## config.mk

```make
export PLATFORM = sky130hd
export DESIGN_NAME = pmt_idle_timers
export DESIGN_NICKNAME = d
export VERILOG_FILES = /design/src/rtl/pmt_pkg.sv /design/src/rtl/pmt_idle_timers.sv
export SDC_FILE = /design/constraint.sdc
export NUM_CORES = 1
export LEC_CHECK = 0
export BUFFER_PORTS_ARGS = -buffer_cell sky130_fd_sc_hd__buf_2
export CAP_MARGIN = 20
export CORE_MARGIN = 2
export CORE_UTILIZATION = 50
export DETAILED_ROUTE_END_ITERATION = 10
export HOLD_SLACK_MARGIN = 0.02
export PLACE_DENSITY_LB_ADDON = 0.25
export SYNTH_ARGS = -nofsm -noshare
export SYNTH_HDL_FRONTEND = slang
export SYNTH_SLANG_ARGS = --single-unit
```

## constraint.sdc

```tcl
create_clock -name sys_clk_in -period 10.95 [get_ports sys_clk_in]
set_clock_uncertainty 0.1 [all_clocks]
set_input_delay 0.5475 -clock sys_clk_in [delete_from_list [all_inputs] [get_ports sys_clk_in]]
set_output_delay 0.5475 -clock sys_clk_in [all_outputs]
set_load 0.01 [all_outputs]
```

## src/rtl/pmt_pkg.sv

```systemverilog
`default_nettype none
package pmt_pkg;
  // ****************
  // register indices, byte address is index * 4
  // ****************
  localparam logic [7:0] PMT_IDX_FAST_COND = 8'h92;
  localparam logic [7:0] PMT_IDX_GEN_COND  = 8'h94;
  localparam logic [7:0] PMT_IDX_SLOW_COND = 8'h96;
  localparam logic [7:0] PMT_IDX_FAST_IRQM = 8'h98;
  localparam logic [7:0] PMT_IDX_GEN_IRQM  = 8'h9A;
  localparam logic [7:0] PMT_IDX_SLOW_IRQM = 8'h9C;
  localparam logic [7:0] PMT_IDX_SOFT      = 8'h9E;
  localparam logic [7:0] PMT_IDX_CTRL      = 8'hB0;
  localparam logic [7:0] PMT_IDX_FAST_PER  = 8'hB4;
  localparam logic [7:0] PMT_IDX_GEN_PER   = 8'hB8;
  localparam logic [7:0] PMT_IDX_IST       = 8'hBC;
  localparam logic [7:0] PMT_IDX_ICLR      = 8'hBD;
  localparam logic [7:0] PMT_IDX_IEN       = 8'hBE;
  localparam logic [7:0] PMT_IDX_SMIST     = 8'hBF;
  // ****************
  // fields and reset values
  // ****************
  localparam logic [15:0] PMT_COND_MASK = 16'h03FF;
  localparam logic [15:0] PMT_SLOW_MASK = 16'hC3FF;
  localparam int PMT_BASE_LSB = 14;
  localparam int PMT_B_VIDEO = 9;
  localparam int PMT_B_IRQ   = 8;
  localparam int PMT_B_DMA   = 7;
  localparam int PMT_B_KBD   = 6;
  localparam int PMT_B_DISK  = 5;
  localparam int PMT_B_PAR   = 4;
  localparam int PMT_B_SER   = 3;
  localparam int PMT_B_TRAP1 = 2;
  localparam int PMT_B_TRAP0 = 1;
  localparam int PMT_B_PCI   = 0;
  localparam int PMT_SOFT_SMI = 0;
  localparam int PMT_SOFT_BLK = 1;
  localparam int PMT_ST_SOFT  = 3;
  localparam logic [31:0] PMT_RST_VAL = 32'h0000_0000;
  // ****************
  // timing at 200 MHz
  // ****************
  localparam longint PMT_CLK_MHZ = 200;
  localparam longint PMT_SLOW_US0 = 70;
  localparam longint PMT_SLOW_US1 = 1200000;
  localparam longint PMT_SLOW_US2 = 4800000;
  localparam longint PMT_SLOW_US3 = 9700000;
  localparam longint PMT_SLOW_CYC0 = PMT_SLOW_US0 * PMT_CLK_MHZ;
  localparam longint PMT_SLOW_CYC1 = PMT_SLOW_US1 * PMT_CLK_MHZ;
  localparam longint PMT_SLOW_CYC2 = PMT_SLOW_US2 * PMT_CLK_MHZ;
  localparam longint PMT_SLOW_CYC3 = PMT_SLOW_US3 * PMT_CLK_MHZ;
  localparam longint PMT_BLK_US = 1;
  localparam logic [31:0] PMT_BLK_CYC = 32'(PMT_BLK_US * PMT_CLK_MHZ);
  localparam logic [7:0] PMT_PULSE_CYC = 8'h04;

  typedef enum logic [1:0] {
    PMT_SMI_IDLE   = 2'b00,
    PMT_SMI_DRIVE  = 2'b01,
    PMT_SMI_MASKED = 2'b10,
    PMT_SMI_BLOCK  = 2'b11
  } pmt_smi_t;

  typedef struct packed {
    logic        acc_valid;
    logic        acc_is_io;
    logic [19:0] acc_addr;
    logic        dma_req;
    logic        pci_req;
    logic        disk_acc;
    logic [1:0]  trap_hit;
  } pmt_evt_t;

  typedef struct packed {
    logic [2:0][15:0] cond;
    logic [2:0][15:0] irqm;
    logic [2:0]       ctrl;
    logic [1:0][31:0] per;
    logic [2:0][31:0] cnt;
    logic [15:0]      irq_prev;
    logic [3:0]       st;
    logic [3:0]       ien;
    pmt_smi_t         smi;
    logic             smi_pend;
    logic             smi_o;
    logic [7:0]       pulse;
    logic [31:0]      blk;
    logic             ack;
    logic [31:0]      dat;
  } pmt_state_t;

  // activity vector in reload-condition bit layout
  function automatic logic [9:0] pmt_events(input pmt_evt_t e, input logic [15:0] rise,
                                            input logic [15:0] irqm);
    logic [9:0] v;
    logic [9:0] p;
    logic       io;
    v = '0;
    p = e.acc_addr[9:0];
    io = e.acc_valid & e.acc_is_io & (e.acc_addr[15:10] == 6'h00);
    v[PMT_B_VIDEO] = (e.acc_valid & ~e.acc_is_io & (e.acc_addr[19:17] == 3'h5))
                   | (io & ((p[9:3] == 7'h76) | (p[9:4] == 6'h3C) | (p[9:4] == 6'h3D)));
    v[PMT_B_IRQ]   = |(rise & irqm);
    v[PMT_B_DMA]   = e.dma_req;
    v[PMT_B_KBD]   = rise[1] | rise[3] | rise[4] | rise[12];
    v[PMT_B_DISK]  = e.disk_acc;
    v[PMT_B_PAR]   = io & ((p[9:3] == 7'h4F) | (p[9:3] == 7'h6F) | (p[9:2] == 8'hEF));
    v[PMT_B_SER]   = io & ((p[9:3] == 7'h5F) | (p[9:3] == 7'h7F)
                         | (p[9:3] == 7'h5D) | (p[9:3] == 7'h7D));
    v[PMT_B_TRAP1] = e.trap_hit[1];
    v[PMT_B_TRAP0] = e.trap_hit[0];
    v[PMT_B_PCI]   = e.pci_req;
    return v;
  endfunction
endpackage
`default_nettype wire

```

## src/rtl/pmt_idle_timers.sv

```systemverilog
// Implementation choice: the Wishbone slave port.
`default_nettype none
module pmt_idle_timers
  import pmt_pkg::*;
#(
  parameter logic [31:0] SLOW_CYC0 = 32'(PMT_SLOW_CYC0),
  parameter logic [31:0] SLOW_CYC1 = 32'(PMT_SLOW_CYC1),
  parameter logic [31:0] SLOW_CYC2 = 32'(PMT_SLOW_CYC2),
  parameter logic [31:0] SLOW_CYC3 = 32'(PMT_SLOW_CYC3)
)(
  // clock and reset
  input  wire logic        sys_clk_in,
  input  wire logic        rst_in,
  // wishbone slave
  input  wire logic        wb_cyc_in,
  input  wire logic        wb_stb_in,
  input  wire logic        wb_we_in,
  input  wire logic [9:0]  wb_adr_in,
  input  wire logic [3:0]  wb_sel_in,
  input  wire logic [31:0] wb_dat_in,
  output logic      [31:0] wb_dat_out,
  output logic             wb_ack_out,
  // system activity
  input  wire pmt_evt_t    evt_in,
  input  wire logic [15:0] irq_in,
  // processor side
  output logic             management_interrupt_out,
  output logic             irq_out
);
  // ****************
  // checks and helpers
  // ****************
  if ((SLOW_CYC0 == 32'h0) || (SLOW_CYC1 == 32'h0) || (SLOW_CYC2 == 32'h0)
      || (SLOW_CYC3 == 32'h0))
  begin : g_chk
    $error("slow timer periods must be nonzero");
  end

  function automatic logic [15:0] wr16(input logic [15:0] o, input logic [31:0] w,
                                       input logic [3:0] s);
    return {s[1] ? w[15:8] : o[15:8], s[0] ? w[7:0] : o[7:0]};
  endfunction

  function automatic logic [31:0] wr32(input logic [31:0] o, input logic [31:0] w,
                                       input logic [3:0] s);
    return {wr16(o[31:16], {16'h0, w[31:16]}, {2'b00, s[3:2]}), wr16(o[15:0], w, s)};
  endfunction

  // slow timer base select
  function automatic logic [31:0] slow_per(input logic [1:0] b);
    case (b)
      2'b00:   return SLOW_CYC0;
      2'b01:   return SLOW_CYC1;
      2'b10:   return SLOW_CYC2;
      default: return SLOW_CYC3;
    endcase
  endfunction

  pmt_state_t       q;
  pmt_state_t       d;
  logic [15:0]      rise;
  logic [2:0][9:0]  ev;
  logic [2:0]       reload;
  logic [2:0]       expire;
  logic [2:0][31:0] per_v;
  logic             req;
  logic             wr;
  logic [7:0]       idx;
  logic             soft_smi;
  logic             soft_blk;
  logic [3:0]       st_set;
  logic [3:0]       st_clr;
  logic [2:0]       newly_on;

  // ****************
  // next state
  // ****************
  always_comb
  begin
    d = q;
    rise = irq_in & ~q.irq_prev;
    d.irq_prev = irq_in;
    req = wb_cyc_in & wb_stb_in;
    wr = req & q.ack & wb_we_in;
    idx = wb_adr_in[9:2];
    soft_smi = 1'b0;
    soft_blk = 1'b0;
    st_clr = 4'h0;
    newly_on = 3'h0;
    per_v = {slow_per(q.cond[2][15:14]), q.per[1], q.per[0]};
    for (int i = 0; i < 3; i++)
    begin
      ev[i] = pmt_events(evt_in, rise, q.irqm[i]);
      reload[i] = |(ev[i] & q.cond[i][9:0]);
      expire[i] = q.ctrl[i] & ~reload[i] & (q.cnt[i] == 32'h1);
      if (!q.ctrl[i])
        d.cnt[i] = 32'h0;
      else if (reload[i])
        d.cnt[i] = per_v[i];
      else if (q.cnt[i] != 32'h0)
        d.cnt[i] = q.cnt[i] - 32'h1;
    end
    // ack one cycle after request, write at the ack edge
    d.ack = req & ~q.ack;
    if (req & ~q.ack)
    begin
      case (idx)
        PMT_IDX_FAST_COND: d.dat = {16'h0, q.cond[0]};
        PMT_IDX_GEN_COND:  d.dat = {16'h0, q.cond[1]};
        PMT_IDX_SLOW_COND: d.dat = {16'h0, q.cond[2]};
        PMT_IDX_FAST_IRQM: d.dat = {16'h0, q.irqm[0]};
        PMT_IDX_GEN_IRQM:  d.dat = {16'h0, q.irqm[1]};
        PMT_IDX_SLOW_IRQM: d.dat = {16'h0, q.irqm[2]};
        PMT_IDX_CTRL:      d.dat = {29'h0, q.ctrl};
        PMT_IDX_FAST_PER:  d.dat = q.per[0];
        PMT_IDX_GEN_PER:   d.dat = q.per[1];
        PMT_IDX_IST:       d.dat = {28'h0, q.st};
        PMT_IDX_IEN:       d.dat = {28'h0, q.ien};
        PMT_IDX_SMIST:     d.dat = {29'h0, q.smi_pend, q.smi};
        default:           d.dat = 32'h0;
      endcase
    end
    if (wr)
    begin
      case (idx)
        PMT_IDX_FAST_COND: d.cond[0] = wr16(q.cond[0], wb_dat_in, wb_sel_in) & PMT_COND_MASK;
        PMT_IDX_GEN_COND:  d.cond[1] = wr16(q.cond[1], wb_dat_in, wb_sel_in) & PMT_COND_MASK;
        PMT_IDX_SLOW_COND: d.cond[2] = wr16(q.cond[2], wb_dat_in, wb_sel_in) & PMT_SLOW_MASK;
        PMT_IDX_FAST_IRQM: d.irqm[0] = wr16(q.irqm[0], wb_dat_in, wb_sel_in);
        PMT_IDX_GEN_IRQM:  d.irqm[1] = wr16(q.irqm[1], wb_dat_in, wb_sel_in);
        PMT_IDX_SLOW_IRQM: d.irqm[2] = wr16(q.irqm[2], wb_dat_in, wb_sel_in);
        PMT_IDX_SOFT:
        begin
          soft_smi = wb_sel_in[0] & wb_dat_in[PMT_SOFT_SMI];
          soft_blk = wb_sel_in[0] & wb_dat_in[PMT_SOFT_BLK];
        end
        PMT_IDX_CTRL:
        begin
          if (wb_sel_in[0])
          begin
            newly_on = wb_dat_in[2:0] & ~q.ctrl;
            d.ctrl = wb_dat_in[2:0];
          end
        end
        PMT_IDX_FAST_PER:  d.per[0] = wr32(q.per[0], wb_dat_in, wb_sel_in);
        PMT_IDX_GEN_PER:   d.per[1] = wr32(q.per[1], wb_dat_in, wb_sel_in);
        PMT_IDX_ICLR:      st_clr = wb_sel_in[0] ? wb_dat_in[3:0] : 4'h0;
        PMT_IDX_IEN:       d.ien = wb_sel_in[0] ? wb_dat_in[3:0] : q.ien;
        default:           d.ien = q.ien;
      endcase
    end
    for (int i = 0; i < 3; i++)
    begin
      if (newly_on[i])
        d.cnt[i] = per_v[i];
    end
    st_set = {soft_smi, expire};
    d.st = (q.st & ~st_clr) | st_set;
    case (q.smi)
      PMT_SMI_IDLE:
      begin
        if (q.smi_pend)
        begin
          d.smi = PMT_SMI_DRIVE;
          d.pulse = PMT_PULSE_CYC;
          d.smi_pend = 1'b0;
        end
      end
      PMT_SMI_DRIVE:
      begin
        d.pulse = q.pulse - 8'h1;
        if (q.pulse == 8'h1)
          d.smi = PMT_SMI_MASKED;
      end
      PMT_SMI_MASKED:
      begin
        if (soft_blk)
        begin
          d.smi = PMT_SMI_BLOCK;
          d.blk = PMT_BLK_CYC;
        end
      end
      PMT_SMI_BLOCK:
      begin
        d.blk = q.blk - 32'h1;
        if (q.blk == 32'h1)
          d.smi = PMT_SMI_IDLE;
      end
      default: d.smi = PMT_SMI_IDLE;
    endcase
    // a new request stays pending behind the one being served
    if (|(st_set & q.ien) | soft_smi)
      d.smi_pend = 1'b1;
    d.smi_o = (d.smi == PMT_SMI_DRIVE);
  end

  always_ff @(posedge sys_clk_in or posedge rst_in)
  begin
    if (rst_in)
      q <= '0;
    else
      q <= d;
  end

  assign wb_ack_out = q.ack;
  assign wb_dat_out = q.dat;
  assign management_interrupt_out = q.smi_o;
  assign irq_out = |(q.st & q.ien);
endmodule
`default_nettype wire

```

==> flow_summary.ini, run 1 <==
[status]
outcome = complete, no violations

[place]
place_congestion = 0.928
dp.final_hpwl_mm = 30.3
postPlaceCellArea_sq_um = 17700
dp_slack_ns = 7.20
io_buffers = 123
dpl.cell_count = 2035

[final_layout]
multi_input_area_sq_um = 7750
layout-drive-gt1-share = 0.221
fin_cells = 2107
fin_nets = 1738
area_growth_pct = 12.6
stdcell_area_sq_um = 19100
n_antenna_cell = 0
fin_util = 0.571
fill_cells = 2842
final-seq-area_sq_um = 8610

[die]
fp.dieArea_sq_um = 35400
ioPinCount = 129
rows = 67
die_h_um = 188
coreArea_sq_um = 33400
initial_core_util = 0.507
die_x_um = 188

[yosys]
synth_top_area_share = 0.507
yosysSeqAreaShare = 0.507
ys.flop_type = dfrtp_1
yosysMostFrequentCell = dfrtp_1
netlist_instances = 1551
synth_edf_count = 0
ys_seq_elements = 344
synth.area.top_cells = dfrtp_1 (51%), mux2_2 (9.6%), xnor2_1 (3.6%)
synth_commonest_cells = dfrtp_1 (344), nor2_1 (149), mux2_2 (145)
synth.cell_area_sq_um = 17000
yosysWarnings = 0
synth_cell_type_count = 71
syn_avg_cell_area_sq_um = 10.9
synth_nets = 1659
async_flop_share = 1.00
yosys.area.top_type = dfrtp_1

[clock_network]
post_cts_buffers = 0
cts_root_buffer = clkbuf_16
insertion_delay_ns = 0.52
clock_path_buffers = 3
cts_num_sinks = 344
htree_num_levels = 2
hold_buffers = 0
cts_buffers = 38
cts.repair.resized = 0
cts.clk_slew.worst_paths_ns = 0.06
cts_tree = built

[timing]
period_minus_slack_ns = 3.43
max_freq_mhz = 292
hold_viol_final = 0
fin_ws_ns = 7.52
post-route-period-util = 0.313
rsz0062_at_grt = no
finalSetupTns_ns = 0
setup_violations = 0
whs_ns = 0.0423
slew_violations = 0
max_slew.worst_pin.slew_ns = 1.13
relSlewSlack = 0.236

[job]
drv_cap = 0

[worst_setup_path]
arrival_ns = 3.70
cp-end-kind = flip-flop
critPathLaunchType = flip-flop
critical_path_class = reg2reg
cp_max_fo = 18
cp.required_ns = 11.22

[detailed_routing]
num_vias = 12675
drtIter0Drc = 1276
routedWlPerCell_um = 20.7
drtPass1Iterations = 6
route.detailed.drc = 0
ant_nets = 0
avgViaCountPerCell = 6.02
wl_mm = 43.7

[pwr]
p_per_area_nw_per_um2 = 155
peakVddDrop_mv = 0.125
p_leak_nw = 8.69
fin_total_pwr_mw = 2.97

[global_route]
grt_pass1_vias = 12849
grt_start_max_net_pins = 117
grt_pass1_wl_mm = 70.8
overflow = 0
track_usage = 0.251
antenna_found_initial = 0

[worst_hold_path]
hold_class = in2async
-- critical path: stages, from the launching register on --
cell,delay (ns)
dfrtp_1,0.43
or4_1,0.61
nor4_1,0.47
and3_1,0.45
nand2b_1,0.41
nand2_1,0.64
o2bb2ai_1,0.16
-- power breakdown --
group | switching [mW] | internal, mW | total, mW
Clock | 0.509 | 0.813 | 1.32
Sequential | 0.0552 | 1.33 | 1.39
Combinational | 0.148 | 0.106 | 0.254
Total | 0.713 | 2.25 | 2.97
-- state kept, by name, indices dropped and copies added, names as in the netlist --
register                  count
per_v                        64
q                           246
wb_ack_out                    1
wb_dat_out                   32
management_interrupt_out      1
-- layout make-up --
cell class / count / area share
Clock buffer: 57 / 0.0615
Clock inverter: 12 / 0.00733
Inverter: 26 / 0.00550
Multi-Input combinational cell: 1084 / 0.405
Sequential cell: 344 / 0.450
Tap cell: 448 / 0.0293
Timing Repair Buffer: 136 / 0.0405
-- cell families after synthesis --
family,count (synthesis),synth area share
simple gates,529,0.164
flops,344,0.507
compound gates,273,0.120
mux,162,0.106
buf+inv,123,0.0371
xor+xnor,106,0.0547
fa+ha+maj,14,0.0103
-- layout by cell type (no fill, tap or decap), types with 45 or more instances in the layout --
cell type    n
nor3_1      45
nand2_1     95
mux2_2     145
o21ai_0     52
o2bb2ai_1   62
nand3b_1    47
nor2_1     147
buf_2      123
xnor2_1     69
dfrtp_1    344
-- metal layers --
| layer | vias up | part of all wire | track usage |
|---|---|---|---|
| met5 | - | 0 | 0 |
| met3 | 92 | 0.054 | 0.0346 |
| met1 | 6332 | 0.44 | 0.344 |
| met4 | 0 | 0.043 | 0.109 |
| met2 | 417 | 0.47 | 0.402 |
| li1 | 5834 | - | - |
-- worst paths after layout --
check	depth (start not counted)	endpoint	start	slack, ns
worst max-delay path	6	q[164]	q[149]	7.52
worst min-delay path	2	q[281]	rst_in	0.04
worst max register to register	6	q[164]	q[149]	7.52
worst min register to register	1	q[64]	q[64]	0.37
max in group asynchronous	5	wb_dat_out[12]	rst_in	8.67
min in group sys_clk_in	1	q[86]	irq_in[1]	0.05
Note: power is estimated with default switching activity, not from simulation.
==> run 2: changes to the inputs <==
- clock period: 10.95 -> 3.26 ns (I/O delays scaled with it)
==> flow_summary.ini, run 2 (synthesis gave the netlist of run 1 again) <==
[timing]
max_freq_mhz = 323
setup_violations = 0
period_minus_slack_ns = 3.10
rsz0062_at_grt = no
post-route-period-util = 0.950
relSlewSlack = 0.379
hold_viol_final = 0
finalSetupTns_ns = 0
fin_ws_ns = 0.162
slew_violations = 0
max_slew.worst_pin.slew_ns = 0.929

[clock_network]
cts_tree = built
cts_buffers = 38
insertion_delay_ns = 0.53
cts_num_sinks = 344
clock_path_buffers = 3
htree_num_levels = 2
cts_root_buffer = clkbuf_16
cts.clk_slew.worst_paths_ns = 0.06
cts.repair.resized = 0

[global_route]
overflow = 0
grt_pass1_vias = 13116
antenna_found_initial = 0
grt_start_max_net_pins = 69
track_usage = 0.260
grt_pass1_wl_mm = 73.0

[worst_setup_path]
cp_max_fo = 18
critPathLaunchType = flip-flop
rr_worst_depth = 8
cp.required_ns = 3.56
path_cells = nand3b_1 -> nand4_1 -> or4_1 -> a221o_1 -> a211o_1 -> a21o_1 -> buf_4 -> o2bb2ai_1
timing.rr.end = q[125]
endpoint = q[125]
cp_slowest_cell = or4_1
crit_buf_inv = 1
slowest_delay_ns = 0.57
rrSetupSlack_ns = 0.16
cp-end-kind = flip-flop
path_depth = 8
critical_path_class = reg2reg
critPathLaunch = q[275]
arrival_ns = 3.39
reg2reg_from = q[275]
crit_family = compound AO/OA/AOI/OAI gates

[detailed_routing]
routedWlPerCell_um = 20.7
ant_nets = 0
num_vias = 13138
avgViaCountPerCell = 6.00
wl_mm = 45.3
drtIter0Drc = 1230
route.detailed.drc = 0
drtPass1Iterations = 6

[die]
die_x_um = 188
rows = 67
initial_core_util = 0.507
ioPinCount = 129
die_h_um = 188
fp.dieArea_sq_um = 35400
coreArea_sq_um = 33400

[pwr]
p_leak_nw = 9.04
p_per_area_nw_per_um2 = 504
fin_total_pwr_mw = 9.98
peakVddDrop_mv = 0.443

[final_layout]
fin_nets = 1820
final_cell_mix = dfrtp_1 (344), nor2_1 (147), mux2_2 (145)
layout-drive-gt1-share = 0.230
fin_util = 0.593
area_growth_pct = 16.8
final-seq-area_sq_um = 8610
largest_reg_flops = 246
fill_cells = 2801
multi_input_area_sq_um = 7750
top_register = q
mostFrequentLayoutCell = dfrtp_1
stdcell_area_sq_um = 19800
n_antenna_cell = 0

[place]
io_buffers = 123
postPlaceCellArea_sq_um = 18000
place_congestion = 0.964
dp.final_hpwl_mm = 31.7
dp_slack_ns = 0.210

[status]
outcome = complete, no violations

[job]
drv_cap = 0

[worst_hold_path]
hold_class = in2reg
==> run 2: final cells by class <==
class	count	area share
repair buffers	218	0.0759
multi-input cells	1084	0.391
clock buffers	56	0.0597
well taps	448	0.0283
flip-flops and latches	344	0.434
clock inverters	12	0.00593
inverters	26	0.00511
==> run 2: metrics by stage <==
step | instances | hold WS (ns)
finish | 2188 | 0.0643
global route | 2188 | 0.0905
CTS | 2188 | 0.0375
detailed placement | 2070 | 0.194
global placement | 2070 | 0.189
floorplan | 1551 | 0.0944
==> run 2: what timing repair did <==
action,4_1_cts,5_1_grt
buffers inserted,0,0
hold endpoints to repair,180,0
hold buffers,50,0
==> run 2: worst min-delay path by stage <==
stage | depth (start not counted) | to | start
3_3_place_gp | 1 | q[86] | irq_in[1]
3_5_place_dp | 1 | q[86] | irq_in[1]
4_1_cts | 5 | q[83] | wb_adr_in[7]
5_1_grt | 5 | q[84] | wb_adr_in[7]
6_report | 5 | q[83] | wb_adr_in[7]
2_1_floorplan | 0 | q[100] | irq_in[15]
==> run 2: worst reg2reg max path, cell delays in order, from the launching register on <==
cell       delay [ns]
dfrtp_1          0.40
nand3b_1         0.19
nand4_1          0.13
or4_1            0.57
a221o_1          0.33
a211o_1          0.34
a21o_1           0.43
buf_4            0.32
o2bb2ai_1        0.16
==> run 2: layer usage <==
layer	share of wire	global-route usage	routed length, um	up-vias
li1	-	-	-	5997
met1	0.43	0.353	19400	6590
met2	0.48	0.424	21700	450
met3	0.053	0.0343	2420	101
met4	0.039	0.107	1790	0
met5	0	0	0	-
==> run 2: where the power goes <==
group / internal, mW / leakage (nW) / switching [mW]
Clock: 2.67 / 0.639 / 1.73
Sequential: 4.48 / 4.45 / 0.184
Combinational: 0.406 / 3.95 / 0.514
Total: 7.56 / 9.04 / 2.43
